`src/design/sas_pkg.sv`:
```
// Shared constants of the converter sequencer: register map, fields, states and timing.
package sas_pkg;
  // Register byte offsets on the Wishbone slave.
  localparam logic [7:0] SAS_CTRL_OFS = 8'h00;
  localparam logic [7:0] SAS_SEQ_OFS = 8'h04;
  localparam logic [7:0] SAS_TIMING_OFS = 8'h08;
  localparam logic [7:0] SAS_INSEL_OFS = 8'h0c;
  localparam logic [7:0] SAS_PINCFG_OFS = 8'h10;
  localparam logic [7:0] SAS_SCAN_OFS = 8'h14;
  localparam logic [7:0] SAS_STAT_OFS = 8'h18;
  localparam logic [7:0] SAS_MASK_OFS = 8'h1c;
  localparam logic [7:0] SAS_BUF_OFS = 8'h40;
  // Control register fields.
  localparam int SAS_ON_BIT = 0;
  localparam int SAS_SREQ_BIT = 1;
  localparam int SAS_DONE_BIT = 2;
  localparam int SAS_AUTO_SAMPLE_EN_BIT = 3;
  localparam int SAS_SIMULTANEOUS_SAMPLE_SEL_BIT = 4;
  localparam int SAS_TRIG_LSB = 5;
  localparam int SAS_FORM_LSB = 8;
  localparam int SAS_REF_BIT = 10;
  localparam logic [31:0] SAS_CTRL_WMASK = 32'h0000_07fb;
  // Sequence register fields.
  localparam int SAS_SMPI_LSB = 0;
  localparam int SAS_SPLIT_BIT = 4;
  localparam int SAS_ALTERNATE_INPUT_SEL_BIT = 5;
  localparam int SAS_CHPS_LSB = 6;
  localparam int SAS_HALF_BIT = 8;
  localparam logic [31:0] SAS_SEQ_WMASK = 32'h0000_00ff;
  // Timing register fields.
  localparam int SAS_DIV_LSB = 0;
  localparam int SAS_AUTO_SAMPLE_CLOCKS_LSB = 8;
  localparam logic [31:0] SAS_TIMING_WMASK = 32'h0000_1f3f;
  localparam logic [31:0] SAS_HALF_WMASK = 32'h0000_ffff;
  localparam logic [31:0] SAS_IRQ_WMASK = 32'h0000_0003;
  // Status bits: sample group stored, conversion aborted.
  localparam int SAS_ST_DONE = 0;
  localparam int SAS_ST_ABORT = 1;
  // Trigger source codes.
  localparam logic [2:0] SAS_TRIG_SW = 3'h0;
  localparam logic [2:0] SAS_TRIG_TIMER = 3'h1;
  localparam logic [2:0] SAS_TRIG_EXT = 3'h2;
  localparam logic [2:0] SAS_TRIG_AUTO = 3'h7;
  // Result width and conversion length in converter clock periods.
  localparam int SAS_RES_W = 10;
  localparam logic [3:0] SAS_CONV_TADS = 4'hc;
  localparam logic [3:0] SAS_LAST_STEP = 4'hb;
  localparam logic [9:0] SAS_SAR_MSB = 10'h200;
  // Sequencer states, Gray coded along idle, sample, convert.
  typedef enum logic [1:0] {
    SAS_IDLE = 2'b00,
    SAS_SAMPLE = 2'b01,
    SAS_CONVERT = 2'b11
  } sas_state_t;
endpackage

```
`src/design/sas_sequencer.sv`:
```
// Sequencer and register slave around a 10-bit successive-approximation converter.
`timescale 1ns/10ps
// What this block does
// - Each conversion yields a 10-bit unsigned code.
// - Sixteen inputs routed onto four sample-holds.
// - Sequencer keeps running during device sleep.
// - Software picks supply rails or reference pins.
// - Sixteen-entry result buffer, software read only.
// - Ten stored bits read as formatted word.
// - Software writes never change buffer entries.
// - Setting sample request starts acquisition.
// - Selected trigger ends acquisition, starts conversion.
// - Done and flag after programmed result count.
// - Registers for channels, pin mode, scan set.
// - Code 000 clear-start, 111 counted auto start.
// - Split mode alternates halves per interrupt.
// - Switching off aborts, wins over auto start.
// - Twelve converter clocks, period from divider.
module sas_sequencer
  import sas_pkg::*;
#(
  parameter int BUF_DEPTH = 16
) (
  input wire logic clk_in,
  input wire logic reset_n_in,
  input wire logic wb_cyc_in,
  input wire logic wb_stb_in,
  input wire logic wb_we_in,
  input wire logic [7:0] wb_adr_in,
  input wire logic [3:0] wb_sel_in,
  input wire logic [31:0] wb_dat_in,
  output logic [31:0] wb_dat_out,
  output logic wb_ack_out,
  input wire logic timer_trig_in,
  input wire logic ext_trig_in,
  input wire logic comparator_in,
  output logic [9:0] dac_code_out,
  output logic [1:0] conv_chan_out,
  output logic [3:0] sh_track_out,
  output logic [15:0] input_sel_out,
  output logic ref_pins_sel_out,
  output logic [15:0] pin_analog_out,
  output logic irq_out
);

  // The address map holds exactly sixteen result slots.
  if (BUF_DEPTH != 16) begin : g_depth_check
    $error("BUF_DEPTH must be 16");
  end

  // Byte-lane merge of a Wishbone write into a register under a writable mask.
  function automatic logic [31:0] merge(input logic [31:0] old, input logic [31:0] wdat,
                                        input logic [3:0] sel, input logic [31:0] wmask);
    logic [31:0] lanes;
    lanes = {{8{sel[3]}}, {8{sel[2]}}, {8{sel[1]}}, {8{sel[0]}}};
    return (old & ~(lanes & wmask)) | (wdat & lanes & wmask);
  endfunction

  // Formats a stored 10-bit result as integer, signed, fractional or signed fractional.
  function automatic logic [15:0] fmt(input logic [9:0] v, input logic [1:0] form);
    unique case (form)
      2'h0: return {6'h00, v};
      2'h1: return {{7{~v[9]}}, v[8:0]};
      2'h2: return {v, 6'h00};
      2'h3: return {~v[9], v[8:0], 6'h00};
    endcase
  endfunction

  sas_state_t state, next_state;
  logic [5:0] tad_cnt, next_tad_cnt;
  logic [4:0] acq_cnt, next_acq_cnt;
  logic [3:0] step, next_step;
  logic [1:0] chan, next_chan;
  logic [9:0] sar, next_sar;
  logic [3:0] sample_request_cnt, next_sample_request_cnt;
  logic [3:0] wr_ptr, next_wr_ptr;
  logic half, next_half;
  logic use_b, next_use_b;
  logic [31:0] ctrl, next_ctrl;
  logic [31:0] seq, next_seq;
  logic [31:0] timing, next_timing;
  logic [31:0] insel, next_insel;
  logic [31:0] pincfg, next_pincfg;
  logic [31:0] scan, next_scan;
  logic [1:0] stat, next_stat;
  logic [1:0] mask, next_mask;
  logic ack, next_ack;
  logic [31:0] rdat, next_rdat;
  logic irq, next_irq;
  logic [3:0] track, next_track;
  logic [15:0] chsel, next_chsel;
  logic buf_we;
  logic [9:0] rbuf [BUF_DEPTH];

  logic on, tad_tick, bus_req, bus_wr, bus_rd, is_buf, trig_hit, last_chan, group_done;
  logic [2:0] trig;
  logic [1:0] chps;
  logic [3:0] smpi;
  logic [4:0] auto_sample_clocks;

  // Field views of the control registers.
  assign on = ctrl[SAS_ON_BIT];
  assign trig = ctrl[SAS_TRIG_LSB +: 3];
  assign chps = seq[SAS_CHPS_LSB +: 2];
  assign smpi = seq[SAS_SMPI_LSB +: 4];
  assign auto_sample_clocks = timing[SAS_AUTO_SAMPLE_CLOCKS_LSB +: 5];
  // The converter clock period is (divider + 1) system clocks, the instruction cycle
  // being two system clocks, so all 64 divider values are usable.
  assign tad_tick = (tad_cnt == timing[SAS_DIV_LSB +: 6]);
  assign bus_req = wb_cyc_in & wb_stb_in & ~ack;
  assign bus_wr = bus_req & wb_we_in;
  assign bus_rd = bus_req & ~wb_we_in;
  assign is_buf = (wb_adr_in[7:6] == SAS_BUF_OFS[7:6]);
  assign last_chan = (chps == 2'h0) || (chps == 2'h1 && chan == 2'h1) || (chan == 2'h3);
  assign group_done = (sample_request_cnt == smpi);

  // Trigger decode: software clear, timer, external event or counted acquisition.
  always_comb begin
    unique case (trig)
      SAS_TRIG_SW: trig_hit = ~ctrl[SAS_SREQ_BIT];
      SAS_TRIG_TIMER: trig_hit = timer_trig_in;
      SAS_TRIG_EXT: trig_hit = ext_trig_in;
      // A zero count acts as one tick, so acquisition never lasts less than one period.
      SAS_TRIG_AUTO: trig_hit = tad_tick &&
                                ({1'b0, acq_cnt} + 6'h01 >= {1'b0, auto_sample_clocks});
      default: trig_hit = 1'b0;
    endcase
  end

  // Next values of the bus slave, registers and sequencer. No sleep input exists: the
  // sequencer runs on the converter's own clock path whatever the device does.
  always_comb begin
    next_state = state;
    next_tad_cnt = (tad_tick || state == SAS_IDLE) ? 6'h00 : tad_cnt + 6'h01;
    next_acq_cnt = acq_cnt;
    next_step = step;
    next_chan = chan;
    next_sar = sar;
    next_sample_request_cnt = sample_request_cnt;
    next_wr_ptr = wr_ptr;
    next_half = half;
    next_use_b = use_b;
    next_ctrl = ctrl;
    next_seq = seq;
    next_timing = timing;
    next_insel = insel;
    next_pincfg = pincfg;
    next_scan = scan;
    next_stat = stat;
    next_mask = mask;
    next_ack = bus_req;
    next_rdat = 32'h0000_0000;
    buf_we = 1'b0;
    // Register writes; buffer slots and unmapped offsets take none.
    if (bus_wr && !is_buf) begin
      unique case (wb_adr_in)
        SAS_CTRL_OFS: next_ctrl = merge(ctrl, wb_dat_in, wb_sel_in, SAS_CTRL_WMASK);
        SAS_SEQ_OFS: next_seq = merge(seq, wb_dat_in, wb_sel_in, SAS_SEQ_WMASK);
        SAS_TIMING_OFS: next_timing = merge(timing, wb_dat_in, wb_sel_in, SAS_TIMING_WMASK);
        SAS_INSEL_OFS: next_insel = merge(insel, wb_dat_in, wb_sel_in, 32'hffff_ffff);
        SAS_PINCFG_OFS: next_pincfg = merge(pincfg, wb_dat_in, wb_sel_in, SAS_HALF_WMASK);
        SAS_SCAN_OFS: next_scan = merge(scan, wb_dat_in, wb_sel_in, SAS_HALF_WMASK);
        SAS_MASK_OFS: next_mask = 2'(merge({30'h0, mask}, wb_dat_in, wb_sel_in, SAS_IRQ_WMASK));
        default: ;
      endcase
    end
    // Reads; a status read clears the sticky bits it returns.
    if (bus_rd) begin
      if (is_buf) begin
        next_rdat = {16'h0000, fmt(rbuf[wb_adr_in[5:2]], ctrl[SAS_FORM_LSB +: 2])};
      end else begin
        unique case (wb_adr_in)
          SAS_CTRL_OFS: next_rdat = ctrl;
          SAS_SEQ_OFS: next_rdat = seq | (32'(half) << SAS_HALF_BIT);
          SAS_TIMING_OFS: next_rdat = timing;
          SAS_INSEL_OFS: next_rdat = insel;
          SAS_PINCFG_OFS: next_rdat = pincfg;
          SAS_SCAN_OFS: next_rdat = scan;
          SAS_STAT_OFS: begin
            next_rdat = {30'h0, stat};
            next_stat = 2'h0;
          end
          SAS_MASK_OFS: next_rdat = {30'h0, mask};
          default: next_rdat = 32'h0000_0000;
        endcase
      end
    end
    // Sequencer; switching off wins over every start and trigger.
    if (!on) begin
      if (state != SAS_IDLE) begin
        next_stat[SAS_ST_ABORT] = 1'b1;
      end
      next_state = SAS_IDLE;
      next_step = 4'h0;
      next_chan = 2'h0;
    end else begin
      unique case (state)
        SAS_IDLE: begin
          if (ctrl[SAS_SREQ_BIT]) begin
            next_state = SAS_SAMPLE;
            next_acq_cnt = 5'h00;
            next_ctrl[SAS_DONE_BIT] = 1'b0;
          end
        end
        SAS_SAMPLE: begin
          if (tad_tick) begin
            next_acq_cnt = acq_cnt + 5'h01;
          end
          if (trig_hit) begin
            next_state = SAS_CONVERT;
            next_step = 4'h0;
            next_chan = 2'h0;
            next_tad_cnt = 6'h00;
            if (trig != SAS_TRIG_SW) begin
              next_ctrl[SAS_SREQ_BIT] = 1'b0;
            end
          end
        end
        SAS_CONVERT: begin
          if (tad_tick) begin
            next_step = step + 4'h1;
            if (step == 4'h0) begin
              next_sar = SAS_SAR_MSB;
            end else if (step <= 4'(SAS_RES_W)) begin
              // Keep the trial bit when the input is at or above the trial level.
              next_sar[4'(SAS_RES_W) - step] = comparator_in;
              if (step != 4'(SAS_RES_W)) begin
                next_sar[4'(SAS_RES_W) - step - 4'h1] = 1'b1;
              end
            end else begin
              buf_we = 1'b1;
              next_step = 4'h0;
              next_wr_ptr = wr_ptr + 4'h1;
              next_sample_request_cnt = sample_request_cnt + 4'h1;
              if (group_done) begin
                next_ctrl[SAS_DONE_BIT] = 1'b1;
                next_stat[SAS_ST_DONE] = 1'b1;
                next_sample_request_cnt = 4'h0;
                next_use_b = 1'b0;
                next_half = seq[SAS_SPLIT_BIT] & ~half;
                next_wr_ptr = seq[SAS_SPLIT_BIT] ? {~half, 3'h0} : 4'h0;
              end
              if (last_chan) begin
                next_chan = 2'h0;
                next_acq_cnt = 5'h00;
                if (seq[SAS_ALTERNATE_INPUT_SEL_BIT] && !group_done) begin
                  next_use_b = ~use_b;
                end
                if (ctrl[SAS_AUTO_SAMPLE_EN_BIT]) begin
                  next_state = SAS_SAMPLE;
                  next_ctrl[SAS_SREQ_BIT] = 1'b1;
                end else begin
                  next_state = SAS_IDLE;
                end
              end else begin
                next_chan = chan + 2'h1;
              end
            end
          end
        end
        default: next_state = SAS_IDLE;
      endcase
    end
    // Track lines: in sequential mode channels not yet converted keep tracking.
    next_track = 4'h0;
    for (int i = 0; i < 4; i++) begin
      if (i == 0 || chps == 2'h2 || chps == 2'h3 || (i == 1 && chps == 2'h1)) begin
        next_track[i] = (next_state == SAS_SAMPLE) ||
          (next_state == SAS_CONVERT && !ctrl[SAS_SIMULTANEOUS_SAMPLE_SEL_BIT] && 2'(i) > next_chan);
      end
    end
    next_chsel = next_use_b ? next_insel[31:16] : next_insel[15:0];
    next_irq = |(next_stat & next_mask);
  end

  // State and register flops.
  always_ff @(posedge clk_in or negedge reset_n_in) begin
    if (!reset_n_in) begin
      state <= SAS_IDLE;
      tad_cnt <= 6'h00;
      acq_cnt <= 5'h00;
      step <= 4'h0;
      chan <= 2'h0;
      sar <= 10'h000;
      sample_request_cnt <= 4'h0;
      wr_ptr <= 4'h0;
      half <= 1'b0;
      use_b <= 1'b0;
      ctrl <= 32'h0000_0000;
      seq <= 32'h0000_0000;
      timing <= 32'h0000_0000;
      insel <= 32'h0000_0000;
      pincfg <= 32'h0000_0000;
      scan <= 32'h0000_0000;
      stat <= 2'h0;
      mask <= 2'h0;
      ack <= 1'b0;
      rdat <= 32'h0000_0000;
      irq <= 1'b0;
      track <= 4'h0;
      chsel <= 16'h0000;
    end else begin
      state <= next_state;
      tad_cnt <= next_tad_cnt;
      acq_cnt <= next_acq_cnt;
      step <= next_step;
      chan <= next_chan;
      sar <= next_sar;
      sample_request_cnt <= next_sample_request_cnt;
      wr_ptr <= next_wr_ptr;
      half <= next_half;
      use_b <= next_use_b;
      ctrl <= next_ctrl;
      seq <= next_seq;
      timing <= next_timing;
      insel <= next_insel;
      pincfg <= next_pincfg;
      scan <= next_scan;
      stat <= next_stat;
      mask <= next_mask;
      ack <= next_ack;
      rdat <= next_rdat;
      irq <= next_irq;
      track <= next_track;
      chsel <= next_chsel;
    end
  end

  // Result memory: only the converter writes it, software reads it.
  always_ff @(posedge clk_in) begin
    if (buf_we) begin
      rbuf[wr_ptr] <= sar;
    end
  end

  // Outputs straight from flops.
  assign wb_ack_out = ack;
  assign wb_dat_out = rdat;
  assign dac_code_out = sar;
  assign conv_chan_out = chan;
  assign sh_track_out = track;
  assign input_sel_out = chsel;
  assign ref_pins_sel_out = ctrl[SAS_REF_BIT];
  assign pin_analog_out = pincfg[15:0];
  assign irq_out = irq;
endmodule

```
`config.mk`:
```
export PLATFORM = sky130hd
export DESIGN_NAME = sas_sequencer
export DESIGN_NICKNAME = d
export VERILOG_FILES = /design/src/design/sas_pkg.sv /design/src/design/sas_sequencer.sv
export SDC_FILE = /design/constraint.sdc
export NUM_CORES = 1
export LEC_CHECK = 0
export BUFFER_PORTS_ARGS = -buffer_cell sky130_fd_sc_hd__buf_2
export CAP_MARGIN = 20
export CORE_AREA = 2 2 156 196
export CTS_CLUSTER_SIZE = 20
export DETAILED_ROUTE_END_ITERATION = 10
export DIE_AREA = 0 0 158 198
export PLACE_DENSITY_LB_ADDON = 0.1
export SLEW_MARGIN = 20
export SYNTH_ARGS = -nofsm -noshare
export SYNTH_HDL_FRONTEND = slang
export SYNTH_SLANG_ARGS = --single-unit
export TNS_END_PERCENT = 5
```
`constraint.sdc`:
```
create_clock -name clk_in -period 3.15 [get_ports clk_in]
set_clock_uncertainty 0.15 [all_clocks]
set_input_delay 0.1575 -clock clk_in [delete_from_list [all_inputs] [get_ports clk_in]]
set_output_delay 0.1575 -clock clk_in [all_outputs]
set_load 0.05 [all_outputs]
```
==> results.py <==
metrics = {
    "clock_network": {
        "clock-sinks": 351,
        "cts_tree": "yes",
        "clockBufferDepth": 3,
        "clkSlewWorstSetupHoldPaths_ns": 0.06,
        "htree_levels": 2,
        "clk_latency_ns": 0.54,
        "cts_made_buffers": 35,
        "ctsRootBufferMaster": "clkbuf_16",
    },
    "route": {
        "drt_wl_total_um": 38200,
        "drtIter0Drc": 665,
        "wl_per_cell_um": 22.3,
        "viasPerCell": 5.67,
        "drc": 0,
        "via_count": 9710,
        "ant_nets": 0,
        "dr.pass1.iters": 5,
    },
    "synthesis": {
        "syn_nets": 1131,
        "ys.flop_type": "dfrtp_1",
        "ys_seq_area_share_pct": 61.4,
        "synthArstFlopShare_pct": 54.4,
        "synth_area_leader_cell": "edfxtp_1",
        "synth-edff-count": 160,
        "netlist_instances": 1057,
        "yosys_register_bits": 351,
        "synth.distinct_cells": 79,
        "synth.top_cells.by_count": "191 x dfrtp_1, 160 x edfxtp_1, 100 x mux2_2, 55 x nand2_1, 51 x mux4_2",
        "yosysWarnings": 0,
        "syn_area_per_cell_um2": 14.8,
        "yosysMostFrequentCell": "dfrtp_1",
        "yosys-top-cells-area": "edfxtp_1 31%, dfrtp_1 31%, mux4_2 7.4%, mux2_2 7.2%, mux2i_1 2.1%",
        "yosysTopAreaCellShare_pct": 30.8,
        "synth_area_mm2": 0.0156,
    },
    "grt": {
        "antenna_found_initial": 0,
        "grt_pass1_vias": 9802,
        "grt_pass1_wl_um": 58300,
        "grt_overflow": 0,
        "grt_max_degree": 98,
        "gr-usage-all-layers_pct": 24.9,
    },
    "die": {
        "start_util_pct": 52.6,
        "core.rowCount": 71,
        "die_h_um": 198,
        "io_pins": 135,
        "die_x_um": 158,
        "die-area_mm2": 0.0313,
        "coreArea_mm2": 0.0297,
    },
    "sta": {
        "tightest_slew_ns": 0.973,
        "slew_violations": 0,
        "rsz0062_at_grt": "false",
        "finalSetupViolations": 0,
        "min_period_ns": 2.96,
        "fmax_mhz": 337,
        "slew_headroom_pct": 34.6,
        "hold_viol": 0,
        "finalCritPeriodShare_pct": 94.1,
    },
    "job": {
        "max-cap-violations": 0,
    },
    "run_status": {
        "status": "completed",
    },
    "critical_path": {
        "cp_num_cells": 7,
        "r2r_cells": 7,
        "path_cells": "ha_1, and2b_1, o211ai_1, or4_4, buf_4, nor4_2, buf_4",
        "critPathArrivalTime_ns": 3.04,
        "critPathBufInv": 2,
        "worstPathRequired_ns": 3.23,
        "path_class": "register to register",
        "cpPeakStageDelay_ns": 0.49,
        "path_max_fanout": 18,
        "cp_top_family": "simple AND/OR/NAND/NOR gates",
        "crit_path_end_kind": "register",
        "startpoint_type": "register",
        "crit_slowest_cell": "or4_4",
        "crit_top_cell": "buf_4",
    },
    "finish": {
        "post-route-util_pct": 63.3,
        "drive_gt1_share_pct": 34.0,
        "fillCellCount": 2259,
        "final_cell_area_mm2": 0.0188,
        "final_nets": 1362,
        "antennaDiodeCount": 0,
        "area.growth.synth_to_final_pct": 20.4,
    },
    "placement": {
        "placed_area_mm2": 0.0171,
        "dp.final_hpwl_um": 26500,
        "io_buffers": 134,
        "place_congestion": 0.893,
    },
    "pwr": {
        "p_per_area_mw_per_mm2": 493,
        "power_leakage_uw": 0.00775,
        "ir_worst_vdd_v": 0.000586,
    },
    "worst_hold_path": {
        "whs_path_depth": 3,
        "hold_path_class": "input port to register",
    },
}
## placed cells by master (no fill, tap or decap), types with 9 or more instances in the layout
cell           count
mux4_2            51
o21ai_0           40
dlygate4sd3_1     55
nand2_1           55
and2_1            24
edfxtp_1         160
mux2_4            17
a21oi_1           30
o211ai_1          12
nor3_1             9
xor2_1             9
mux2_2           100
ha_1              22
dfrtp_1          191
nor2_1            41
mux2i_1           32
nand2b_1           9
a22o_1            13
inv_1             35
clkbuf_16         35
nand3_1           19
buf_2            132
buf_4             42
## worst register-to-register path, stage by stage (launching register included)
cell      delay, ns
dfrtp_1        0.46
ha_1           0.25
and2b_1        0.25
o211ai_1       0.19
or4_4          0.50
buf_4          0.22
nor4_2         0.35
buf_4          0.30
## kinds of logic (layout without fill, tap and decap cells)
family	count (synthesis)	after routing	synth area share, %
xor gates and xnor gates	21	21	1.46
muxes	200	200	18.3
adders and majority gates	22	22	1.76
buffers and inverters	79	335	2.21
and+or+nand+nor	226	226	8.11
AOI/OAI and AO/OA	158	158	6.77
DFF	351	351	61.4
## where the power goes
| group | switching, µW | total (µW) | internal [µW] | leakage (µW) |
|---|---|---|---|---|
| registers | 9.00 | 4780 | 4770 | 0.00383 |
| clock network | 1770 | 4140 | 2370 | 0.000558 |
| logic | 213 | 346 | 134 | 0.00337 |
| total | 1990 | 9270 | 7280 | 0.00775 |
## routing by layer
layer	track usage, %	vias to the layer above	wire (µm)
met3	3.52	67	1670
met2	43.3	280	19600
met5	0	-	0
li1	-	4464	-
met1	31.7	4899	15700
met4	9.04	0	1260
## final cells by class
class	count	area [µm²]	area share, %
timing repair buffer	238	1700	9.05
multi-input combinational	627	5720	30.4
inverter	35	131	0.699
tap	401	502	2.67
clock inverter	18	186	0.992
clock buffer	44	970	5.16
sequential	351	9580	51.0
## timing repair
item	4_1_cts	5_1_grt
hold endpoints to repair	225	0
hold buffers	55	0
endpoints found under the setup margin	0	9
setup buffers	0	0
resized for setup	0	1
## through the flow
step	std cells	TNS [ns]	setup slack, ns	hold WS [ns]	power [µW]
6_report	1714	0	0.187	0.0140	9270
5_1_grt	1714	0	0.0803	0.0147	9560
4_1_cts	1714	0	0.115	0.00242	9360
3_5_place_dp	1597	0	0.175	0.152	5180
3_3_place_gp	1597	0	0.246	0.149	5180
2_1_floorplan	1057	-18.67	-0.295	-0.288	5010
## worst paths after layout
path	start	to	slack, ns
worst min-delay path	wb_sel_in[1]	register	0.01
max in group asynchronous	reset_n_in	wb_dat_out[8]$_DFF_PN0_	1.86
worst min register to register	insel[26]$_DFF_PN0_	wb_dat_out[26]$_DFF_PN0_	0.32
worst max-delay path	step[1]$_DFFE_PN0P_	rbuf[8][7]$_DFFE_PP_	0.19
worst max register to register	step[1]$_DFFE_PN0P_	rbuf[8][7]$_DFFE_PP_	0.19
min in group asynchronous	reset_n_in	wb_dat_out[22]$_DFF_PN0_	0.10
Power figures use the tool's default switching activity.
